**src/rx_status_pkg.sv**
```systemverilog
// constants for the receive framer status and latched-status register bank
// assumes a 32-bit AXI4-Lite master and a framer core on the same clock
package rx_status_pkg;

    // ------------------------------------------------------------------
    // bus widths and responses
    // ------------------------------------------------------------------
    localparam int unsigned ADDR_W  = 12;
    localparam int unsigned DATA_W  = 32;
    localparam int unsigned REG_W   = 16;
    localparam int unsigned IDX_W   = 10;
    localparam logic [1:0]  RESP_OKAY   = 2'h0;
    localparam logic [1:0]  RESP_SLVERR = 2'h2;

    // ------------------------------------------------------------------
    // register indices, byte address is four times the index
    // ------------------------------------------------------------------
    localparam logic [IDX_W-1:0] IDX_CONTROL = 10'h120;
    localparam logic [IDX_W-1:0] IDX_MODE    = 10'h122;
    localparam logic [IDX_W-1:0] IDX_COND    = 10'h124;
    localparam logic [IDX_W-1:0] IDX_ERRCNT  = 10'h126;
    localparam logic [IDX_W-1:0] IDX_CHG_L   = 10'h128;
    localparam logic [IDX_W-1:0] IDX_ERR_L   = 10'h12A;
    localparam logic [IDX_W-1:0] IDX_IE1     = 10'h12C;
    localparam logic [IDX_W-1:0] IDX_IE2     = 10'h12E;

    // ------------------------------------------------------------------
    // implemented-bit masks and reset values
    // ------------------------------------------------------------------
    localparam logic [REG_W-1:0] CONTROL_MASK  = 16'h7FFF;
    localparam logic [REG_W-1:0] MODE_MASK     = 16'h0001;
    localparam logic [REG_W-1:0] CHG_L_MASK    = 16'h0FFF;
    localparam logic [REG_W-1:0] ERR_L_MASK    = 16'h0F0F;
    localparam logic [REG_W-1:0] ANY_EDGE_MASK = 16'h07DF;
    localparam logic [REG_W-1:0] CBIT_ERR_MASK = 16'h0C0C;
    localparam logic [REG_W-1:0] CONTROL_RST   = 16'h0000;
    localparam logic [REG_W-1:0] MODE_RST      = 16'h0001;
    localparam logic [REG_W-1:0] IE_RST        = 16'h0000;

    // ------------------------------------------------------------------
    // field positions
    // ------------------------------------------------------------------
    localparam int unsigned SEL_LSB    = 8;
    localparam int unsigned MODE_CBIT  = 0;
    localparam int unsigned BIT_FM     = 11;
    localparam int unsigned BIT_COFA   = 5;
    localparam int unsigned ALIGN_W    = 13;

    typedef enum logic [1:0] {
        FSEL_FRAME = 2'h0,
        FSEL_MF    = 2'h1,
        FSEL_F     = 2'h2,
        FSEL_M     = 2'h3
    } fsel_t;

endpackage

```
**src/rx_framer_status_latch.sv**
```systemverilog
// receive framer status registers: live conditions, count-nonzero flags,
// change-latched and event-latched bits, with an AXI4-Lite slave
// assumes the framer core drives all condition and event inputs on clock_i
//
// Operation
// mismatch when programmed format differs from channel
// bit 10 shows channel, one means C-bit
// live idle and unframed all-ones flags
// live multiframe-lost and severe-frame flags
// live frame-loss flag in bit 4
// bit 3 shows remote defect state
// live alarm, out-of-frame, signal-loss flags
// C-bit parity count nonzero flag
// far-end block count nonzero flag
// M23 mode zeroes all C-bit/far-end indicators
// P-bit parity count nonzero flag
// framing count nonzero, selected type
// mismatch latched on rising edge only
// change latches set on any edge
// alignment change latched on differing load
// latch C-bit and far-end error events
// latch P-bit parity error events
// latch selected framing error events
// count-rise latches on zero-to-one
// 00 out-of-frame, 01 M+F, 10 F, 11 M
// interrupt needs latch, enable, port enable
// latches sticky, set beats clear
// reserved bits read zero, ignore writes
module rx_framer_status_latch (
    // clock and reset
    input  wire logic        clock_i,
    input  wire logic        rst_b_i,
    // axi4-lite write address and data
    input  wire logic        s_axi_awvalid_i,
    output logic             s_axi_awready_o,
    input  wire logic [11:0] s_axi_awaddr_i,
    input  wire logic        s_axi_wvalid_i,
    output logic             s_axi_wready_o,
    input  wire logic [31:0] s_axi_wdata_i,
    input  wire logic [3:0]  s_axi_wstrb_i,
    // axi4-lite write response
    output logic             s_axi_bvalid_o,
    input  wire logic        s_axi_bready_i,
    output logic [1:0]       s_axi_bresp_o,
    // axi4-lite read
    input  wire logic        s_axi_arvalid_i,
    output logic             s_axi_arready_o,
    input  wire logic [11:0] s_axi_araddr_i,
    output logic             s_axi_rvalid_o,
    input  wire logic        s_axi_rready_i,
    output logic [31:0]      s_axi_rdata_o,
    output logic [1:0]       s_axi_rresp_o,
    // live conditions from the framer core
    input  wire logic        app_id_channel_i,
    input  wire logic        idle_i,
    input  wire logic        unframed_all_ones_i,
    input  wire logic        multiframe_lost_i,
    input  wire logic        severe_frame_err_i,
    input  wire logic        frame_loss_i,
    input  wire logic        remote_defect_i,
    input  wire logic        alarm_signal_i,
    input  wire logic        frame_out_i,
    input  wire logic        signal_loss_i,
    // frame alignment load from the data path counters
    input  wire logic        align_load_i,
    input  wire logic [12:0] align_pos_i,
    // error event pulses
    input  wire logic        cparity_err_i,
    input  wire logic        farend_err_i,
    input  wire logic        pparity_err_i,
    input  wire logic        f_bit_err_i,
    input  wire logic        m_bit_err_i,
    // count-nonzero levels from the error counters
    input  wire logic        cparity_count_nz_i,
    input  wire logic        farend_count_nz_i,
    input  wire logic        pparity_count_nz_i,
    input  wire logic        framing_count_nz_i,
    // global per-port interrupt enable
    input  wire logic        port_irq_enable_i,
    // outputs to the framer core and interrupt logic
    output logic             cbit_mode_o,
    output logic [1:0]       framing_err_count_select_o,
    output logic             irq_o
);

    // ------------------------------------------------------------------
    // state
    // ------------------------------------------------------------------
    typedef struct packed {
        logic                                awready;
        logic                                wready;
        logic                                aw_held;
        logic                                w_held;
        logic [rx_status_pkg::ADDR_W-1:0]    awaddr;
        logic [rx_status_pkg::REG_W-1:0]     wdata;
        logic [1:0]                          wstrb;
        logic                                bvalid;
        logic [1:0]                          bresp;
        logic                                arready;
        logic                                rvalid;
        logic [rx_status_pkg::DATA_W-1:0]    rdata;
        logic [1:0]                          rresp;
        logic [rx_status_pkg::REG_W-1:0]     control;
        logic [rx_status_pkg::REG_W-1:0]     mode;
        logic [rx_status_pkg::REG_W-1:0]     ie1;
        logic [rx_status_pkg::REG_W-1:0]     ie2;
        logic [rx_status_pkg::REG_W-1:0]     live1;
        logic [rx_status_pkg::REG_W-1:0]     live2;
        logic [rx_status_pkg::REG_W-1:0]     latch1;
        logic [rx_status_pkg::REG_W-1:0]     latch2;
        logic [rx_status_pkg::ALIGN_W-1:0]   align_prev;
        logic                                irq;
    } state_t;

    state_t state;
    state_t next_state;

    // ------------------------------------------------------------------
    // address decode helpers
    // ------------------------------------------------------------------
    function automatic logic [rx_status_pkg::IDX_W-1:0] word_index(
        input logic [rx_status_pkg::ADDR_W-1:0] addr
    );
        word_index = addr[rx_status_pkg::ADDR_W-1:2];
    endfunction

    function automatic logic is_mapped(input logic [rx_status_pkg::IDX_W-1:0] idx);
        unique case (idx)
            rx_status_pkg::IDX_CONTROL,
            rx_status_pkg::IDX_MODE,
            rx_status_pkg::IDX_COND,
            rx_status_pkg::IDX_ERRCNT,
            rx_status_pkg::IDX_CHG_L,
            rx_status_pkg::IDX_ERR_L,
            rx_status_pkg::IDX_IE1,
            rx_status_pkg::IDX_IE2: is_mapped = 1'b1;
            default:                is_mapped = 1'b0;
        endcase
    endfunction

    function automatic logic [rx_status_pkg::REG_W-1:0] read_reg(
        input logic [rx_status_pkg::IDX_W-1:0] idx,
        input state_t                          s
    );
        unique case (idx)
            rx_status_pkg::IDX_CONTROL: read_reg = s.control;
            rx_status_pkg::IDX_MODE:    read_reg = s.mode;
            rx_status_pkg::IDX_COND:    read_reg = s.live1;
            rx_status_pkg::IDX_ERRCNT:  read_reg = s.live2;
            rx_status_pkg::IDX_CHG_L:   read_reg = s.latch1;
            rx_status_pkg::IDX_ERR_L:   read_reg = s.latch2;
            rx_status_pkg::IDX_IE1:     read_reg = s.ie1;
            rx_status_pkg::IDX_IE2:     read_reg = s.ie2;
            default:                    read_reg = 16'h0000;
        endcase
    endfunction

    // ------------------------------------------------------------------
    // next-state logic
    // ------------------------------------------------------------------
    always_comb begin
        logic                              cbit;
        logic [1:0]                        fsel;
        logic                              fm;
        logic                              frame_evt;
        logic [rx_status_pkg::REG_W-1:0]   set1;
        logic [rx_status_pkg::REG_W-1:0]   set2;
        logic [rx_status_pkg::REG_W-1:0]   clr1;
        logic [rx_status_pkg::REG_W-1:0]   clr2;
        logic [rx_status_pkg::REG_W-1:0]   be;
        logic [rx_status_pkg::REG_W-1:0]   wbits;
        logic [rx_status_pkg::IDX_W-1:0]   widx;
        logic [rx_status_pkg::IDX_W-1:0]   ridx;
        logic                              do_write;
        cbit      = state.mode[rx_status_pkg::MODE_CBIT];
        fsel      = state.control[rx_status_pkg::SEL_LSB +: 2];
        fm        = cbit ^ app_id_channel_i;
        frame_evt = 1'b0;
        set1      = 16'h0000;
        set2      = 16'h0000;
        clr1      = 16'h0000;
        clr2      = 16'h0000;
        be        = 16'h0000;
        wbits     = 16'h0000;
        widx      = 10'h000;
        ridx      = 10'h000;
        do_write  = 1'b0;
        next_state = state;

        // live condition flags, registered once from the framer core
        next_state.live1 = {4'h0,
                            fm,
                            app_id_channel_i,
                            idle_i, unframed_all_ones_i,
                            multiframe_lost_i, severe_frame_err_i,
                            1'b0,
                            frame_loss_i,
                            remote_defect_i,
                            alarm_signal_i, frame_out_i, signal_loss_i};

        // count-nonzero flags; the C-bit pair reads zero outside C-bit mode
        next_state.live2 = {12'h000,
                            cparity_count_nz_i & cbit,
                            farend_count_nz_i & cbit,
                            pparity_count_nz_i,
                            framing_count_nz_i};

        // framing event type picked by the count select field
        unique case (rx_status_pkg::fsel_t'(fsel))
            rx_status_pkg::FSEL_FRAME: frame_evt = frame_out_i & ~state.live1[1];
            rx_status_pkg::FSEL_MF:    frame_evt = f_bit_err_i | m_bit_err_i;
            rx_status_pkg::FSEL_F:     frame_evt = f_bit_err_i;
            rx_status_pkg::FSEL_M:     frame_evt = m_bit_err_i;
        endcase

        // change detection against the previously registered flags
        set1 = (next_state.live1 ^ state.live1) & rx_status_pkg::ANY_EDGE_MASK;
        set1[rx_status_pkg::BIT_FM] = fm & ~state.live1[rx_status_pkg::BIT_FM];
        if (align_load_i) begin
            next_state.align_prev = align_pos_i;
            set1[rx_status_pkg::BIT_COFA] = (align_pos_i != state.align_prev);
        end

        set2[11] = cparity_err_i;
        set2[10] = farend_err_i;
        set2[9]  = pparity_err_i;
        set2[8]  = frame_evt;
        set2[3:0] = next_state.live2[3:0] & ~state.live2[3:0];

        // ---------------------------------------------------------------
        // axi4-lite write channel: address and data taken in either order
        // ---------------------------------------------------------------
        if (s_axi_awvalid_i && state.awready) begin
            next_state.aw_held = 1'b1;
            next_state.awaddr  = s_axi_awaddr_i;
        end
        if (s_axi_wvalid_i && state.wready) begin
            next_state.w_held = 1'b1;
            next_state.wdata  = s_axi_wdata_i[rx_status_pkg::REG_W-1:0];
            next_state.wstrb  = s_axi_wstrb_i[1:0];
        end

        // the upper two byte lanes fall outside the 16-bit registers and are dropped
        do_write = state.aw_held && state.w_held && !state.bvalid;
        if (do_write) begin
            widx  = word_index(state.awaddr);
            be    = {{8{state.wstrb[1]}}, {8{state.wstrb[0]}}};
            wbits = state.wdata & be;
            next_state.aw_held = 1'b0;
            next_state.w_held  = 1'b0;
            next_state.bvalid  = 1'b1;
            next_state.bresp   = is_mapped(widx) ? rx_status_pkg::RESP_OKAY
                                                 : rx_status_pkg::RESP_SLVERR;
            unique case (widx)
                rx_status_pkg::IDX_CONTROL:
                    next_state.control = ((state.control & ~be) | wbits)
                                         & rx_status_pkg::CONTROL_MASK;
                rx_status_pkg::IDX_MODE:
                    next_state.mode = ((state.mode & ~be) | wbits)
                                      & rx_status_pkg::MODE_MASK;
                rx_status_pkg::IDX_IE1:
                    next_state.ie1 = ((state.ie1 & ~be) | wbits)
                                     & rx_status_pkg::CHG_L_MASK;
                rx_status_pkg::IDX_IE2:
                    next_state.ie2 = ((state.ie2 & ~be) | wbits)
                                     & rx_status_pkg::ERR_L_MASK;
                rx_status_pkg::IDX_CHG_L: clr1 = wbits;
                rx_status_pkg::IDX_ERR_L: clr2 = wbits;
                default: ;
            endcase
        end
        if (state.bvalid && s_axi_bready_i) begin
            next_state.bvalid = 1'b0;
        end
        next_state.awready = !next_state.aw_held && !next_state.bvalid;
        next_state.wready  = !next_state.w_held && !next_state.bvalid;

        // ---------------------------------------------------------------
        // latched bits: a set in the same cycle as a clear wins
        // ---------------------------------------------------------------
        next_state.latch1 = ((state.latch1 & ~clr1) | set1)
                            & rx_status_pkg::CHG_L_MASK;
        next_state.latch2 = ((state.latch2 & ~clr2) | set2)
                            & rx_status_pkg::ERR_L_MASK;
        if (!cbit) begin
            next_state.latch2 = next_state.latch2 & ~rx_status_pkg::CBIT_ERR_MASK;
        end

        // ---------------------------------------------------------------
        // axi4-lite read channel, one read outstanding at a time
        // ---------------------------------------------------------------
        if (s_axi_arvalid_i && state.arready) begin
            ridx = word_index(s_axi_araddr_i);
            next_state.rvalid = 1'b1;
            next_state.rdata  = {16'h0000, read_reg(ridx, state)};
            next_state.rresp  = is_mapped(ridx) ? rx_status_pkg::RESP_OKAY
                                                : rx_status_pkg::RESP_SLVERR;
        end else if (state.rvalid && s_axi_rready_i) begin
            next_state.rvalid = 1'b0;
        end
        next_state.arready = !next_state.rvalid;

        // interrupt from registered latches, so it lags them by one cycle
        next_state.irq = port_irq_enable_i
                         && (|(state.latch1 & state.ie1)
                             || |(state.latch2 & state.ie2));
    end

    // ------------------------------------------------------------------
    // registers
    // ------------------------------------------------------------------
    always_ff @(posedge clock_i) begin
        if (!rst_b_i) begin
            state         <= '0;
            state.control <= rx_status_pkg::CONTROL_RST;
            state.mode    <= rx_status_pkg::MODE_RST;
            state.ie1     <= rx_status_pkg::IE_RST;
            state.ie2     <= rx_status_pkg::IE_RST;
        end else begin
            state <= next_state;
        end
    end

    // ------------------------------------------------------------------
    // outputs
    // ------------------------------------------------------------------
    assign s_axi_awready_o            = state.awready;
    assign s_axi_wready_o             = state.wready;
    assign s_axi_bvalid_o             = state.bvalid;
    assign s_axi_bresp_o              = state.bresp;
    assign s_axi_arready_o            = state.arready;
    assign s_axi_rvalid_o             = state.rvalid;
    assign s_axi_rdata_o              = state.rdata;
    assign s_axi_rresp_o              = state.rresp;
    assign cbit_mode_o                = state.mode[rx_status_pkg::MODE_CBIT];
    assign framing_err_count_select_o = state.control[rx_status_pkg::SEL_LSB +: 2];
    assign irq_o                      = state.irq;

endmodule

```
**config.mk**
```make
export PLATFORM = sky130hd
export DESIGN_NAME = rx_framer_status_latch
export DESIGN_NICKNAME = d
export VERILOG_FILES = /design/src/rx_status_pkg.sv /design/src/rx_framer_status_latch.sv
export SDC_FILE = /design/constraint.sdc
export NUM_CORES = 1
export LEC_CHECK = 0
export BUFFER_PORTS_ARGS = -buffer_cell sky130_fd_sc_hd__buf_2
export CAP_MARGIN = 0
export CORE_MARGIN = 8
export CORE_UTILIZATION = 34
export CTS_CLUSTER_SIZE = 16
export DETAILED_ROUTE_END_ITERATION = 8
export SYNTH_ARGS = -nofsm -noshare
export SYNTH_HDL_FRONTEND = slang
export SYNTH_SLANG_ARGS = --single-unit
```
**constraint.sdc**
```tcl
create_clock -name clock_i -period 5 [get_ports clock_i]
set_input_delay 1 -clock clock_i [delete_from_list [all_inputs] [get_ports clock_i]]
set_output_delay 1 -clock clock_i [all_outputs]
set_load 0.05 [all_outputs]
```
Yosys cells after proc, flatten, opt, wreduce, memory -nomap -nowiden
Cells that the tools add are included.
- register bits after elaboration: 157
- output and inout port bits: 45
- logic and storage cells: 120
- equal/unequal tests: 20
- mux-type cells: 20
- bitwise gates (word level): 29
- reductions and logical operators: 26
- operators by type and width (kind ; count):
    10-bit by 9-bit == test with 1-bit output (second input constant) ; 16
    16-bit case mux with 8 select lines ; 1
    12-bit bitwise AND ; 6
    12-bit two-way mux ; 4
    12-bit bitwise OR ; 4
    16-bit OR reduction ; 2
    15-bit bitwise AND ; 2
    12-bit NOT ; 2
    8-bit OR reduction ; 2
    15-bit NOT ; 1
    15-bit bitwise OR ; 1
    13-bit inequality test ; 1
    11-bit XOR ; 1
    1-bit logical AND ; 10
    1-bit two-way mux ; 10
    2-bit AND reduction ; 5
    2-bit two-way mux ; 3
    1-bit bitwise AND ; 5
    1-bit zero test ; 5
    4-bit bitwise AND ; 1
    2-bit == test (second input constant) ; 2
    4-bit NOT ; 1
    1-bit case mux with 4 select lines ; 1
    3-bit two-way mux ; 1
    other kinds (6) ; 8

Depth between registers and ports, before layout
- word-level depth: 9
- depth in mapped cells: 7

Worst setup path after synthesis
OpenSTA, ideal clock, no wires.
- path type: input-to-reg
- start point: in s_axi_araddr_i[6]
- end point: reg state (netlist bit s_axi_rdata_o[5])
- library setup time: 70 ps
- arrival: 2165 ps
- required time: 4930 ps
- path slack: 2765 ps
- stages on the path: 6
- path through: nor4b_1 and3_1 and2_1 clkbuf_1 a221oi_1 a21oi_1
- longest elaborated chain between the ends: 2
- elaborated cells on any way between the ends: 9
- those cells by class: eq/ne (8); mux (1)
- RTL lines (item ; line ; source):
    from (decl) ; rx_framer_status_latch.sv:48 ; input wire logic [11:0] s_axi_araddr_i,
    10-bit by 9-bit == test with 1-bit output ; rx_framer_status_latch.sv:145 ; unique case (idx)
    16-bit case mux with 8 select lines (*) ; rx_framer_status_latch.sv:145 ;
    to (signal assigned) ; rx_framer_status_latch.sv:320 ; state <= next_state;
    to (decl) ; rx_framer_status_latch.sv:115 ; state_t state;
Every way passes the cells marked *; elsewhere a longest branch is shown, timed or not.
A chain may end at the register's enable or synchronous reset.

==> flow_summary.toml <==
[outcome]
outcome = "finished clean"

[worst_hold_path]
hold_path_depth = 1
min-delay-start = "state[73]$_SDFF_PN0_"
holdCritPathClass = "register to register"
min_to = "state[41]$_SDFF_PN0_"

[setup_path]
worstSetupEndpointType = "register"
rr_startpoint = "state[208]$_SDFFE_PN0P_"
worstPathMaxFanout = 16
path_cells = "nor4b_2 > nand3_1 > or4_1 > nand3_1 > o21ai_2"
crit_required_ns = 5.29
path_common_cell = "nand3_1"
slowest_stage = "or4_1"
reg2reg_depth = 5
reg2reg_slack_ns = 2.59
max_stage_delay_ns = 0.98
worstSetupStartpointType = "register"
crit_type = "register to register"
cp.arrival_ns = 2.69

[sta]
setup_viol = 0
slew_headroom_pct = 44.5
finalSetupTns_ns = 0
skew_ns = 0.00642
fmax_ghz = 0.416
whs_ns = 0.447
maxSlewViolCount = 0
period_needed_ns = 2.41
hold_viol = 0
grt_setup_unrepaired = "no"
max_slew.worst_pin.slew_ns = 0.833
fin_crit_sh_pct = 48.1

[cts]
cts_hold_buf = 0
clkTransAtPathRegs_ns = 0.06
clock_latency_ns = 0.42
clock-sinks = 136
cts.path.max_buffers = 2
htree_levels = 4
cts-resized-gates = 0
cts_inserted_buffers = 17
clock_tree.root_cell = "clkbuf_16"
postCtsSetupBuffers = 0
cts_tree = "yes"

[yosys]
synth-seq-cells = 136
synth_area_um2 = 6150
ys.flop_type = "dfxtp_1"
postSynth.asyncResetShare_pct = 0
seq_area_frac_synth_pct = 44.3
synth.largest_area_cell = "dfxtp_1"
synth_cell_types = 54
synth_edf_count = 0
syn_area_per_cell_um2 = 8.87
syn_inst = 693
yosys-top-cells-area = "dfxtp_1, nand2_1, a21boi_0"
yosys_warnings = 0
netlist.area_leader.share_pct = 44.3

[die]
die_w_um = 150
dieHeight_um = 150
core-area_um2 = 17800
std_cell_rows = 49
die_area_um2 = 22600
initial_utilization_pct = 34.5
io_pins = 146

[grt]
grt_pass1_vias = 4602
grt_usage_pct = 14.2
antenna_found_initial = 1
grt_pass1_wl_um = 25000
gr-total-overflow = 0
grt_max_degree = 91

[pwr]
power_mw = 2.69
p_leak_nw = 2.84
pwr-share-comb_pct = 8.5
power.switching_mw = 0.631
pwr-share-seq_pct = 43.2
ir_drop_v = 0.000251
internal_power_mw = 2.06
powerDensity_nw_per_um2 = 373
clock_power_share_pct = 48.3
swShare_pct = 23.4

[final_layout]
drive_above_1_share_pct = 20.5
fin_area_um2 = 7220
finish.utilization_pct = 40.5
nets = 861
layout_common_cells = "dfxtp_1, nand2_1, buf_2"
synthToLayoutAreaGrowth_pct = 17.5
layout_commonest_cell = "dfxtp_1"

[drt]
num_vias = 4831
first_pass_iters = 4
wire_per_inst_um = 15.8
viasPerCell = 4.83
drcViolationCount = 0
ant_nets = 0
routed_wirelength_um = 15800
dr.first_iter.drc_count = 313

[job]
maxCapViolations = 0

[placed_design]
place_area_um2 = 6600
gp_congestion = 0.791
post-dp-hpwl_um = 11500
port_buffers = 103
==> power by group through the flow <==
stage               Combinational, mW  Clock, mW  Sequential [mW]
finish                          0.230       1.30             1.16
global route                    0.254       1.38             1.17
CTS                             0.231       1.32             1.16
detailed placement              0.230          0             1.19
global placement                0.228          0             1.18
floorplan                       0.169          0             1.18
==> stage by stage <==
step | cells | worst slack (ns)
6_report | 1001 | 2.59
5_1_grt | 1000 | 2.41
4_1_cts | 1000 | 2.57
3_5_place_dp | 969 | 2.30
3_3_place_gp | 969 | 2.31
2_1_floorplan | 711 | 2.77
==> final cells by class <==
type / count / area (µm²)
multi-input combinational: 492 / 3020
sequential: 136 / 2720
tap: 229 / 287
timing repair buffer: 105 / 546
fill: 1856 / 10600
antenna: 1 / 2.50
clock buffer: 24 / 502
inverter: 7 / 26.3
clock inverter: 7 / 115
==> cells by family after synthesis <==
logic type      share of synthesized area, %
compound gates                          18.8
buf+inv                                 7.67
mux                                     5.07
other cells                           0.0610
fa+ha+maj                              0.203
flops                                   44.3
simple gates                            20.7
xor+xnor                                3.28
==> per-layer routing <==
layer | vias to the layer above | share of wire (%) | track usage (%)
met3 | 12 | 8.1 | 4.90
met2 | 132 | 42 | 20.2
met4 | 2 | 0.89 | 4.20
li1 | 2497 | - | -
met5 | - | 0.057 | 0
met1 | 2188 | 49 | 19.8
==> worst max-delay path: cells and delay by family, from the launching register on <==
family / cells / cell delay [ns]
compound gates: 1 / 0.06
flops: 1 / 0.31
simple gates: 4 / 1.89
==> cell usage after synthesis, types with 5 or more instances <==
library cell and count:
inv_1 7, nor3_1 7, nor2b_1 21, xnor2_1 8, and2_1 24, clkbuf_1 24
nand2b_1 6, a21boi_0 51, o21a_1 13, a31oi_1 5, o21ai_2 8, nand2_1 106
o21ai_0 43, a221oi_1 7, nor2_1 15, buf_2 7, buf_1 5, buf_4 38
nand3_1 48, xor2_1 15, mux2i_1 21, a22oi_1 13, dfxtp_1 136, a21oi_1 10
and3_1 5
==> worst max path at each step <==
stage / from / endpoint / slack, ns / cells past startpoint
floorplan: s_axi_araddr_i[6] / s_axi_rdata_o[5]$_SDFFE_PN0P_ / 2.77 / 6
global placement: s_axi_araddr_i[5] / s_axi_rdata_o[2]$_SDFFE_PN0P_ / 2.31 / 6
detailed placement: s_axi_araddr_i[5] / s_axi_rdata_o[2]$_SDFFE_PN0P_ / 2.30 / 6
CTS: state[208]$_SDFFE_PN0P_ / register / 2.57 / 5
global route: state[209]$_SDFFE_PN0P_ / register / 2.41 / 5
finish: state[208]$_SDFFE_PN0P_ / register / 2.59 / 5
(Power assumes the default switching activity.)
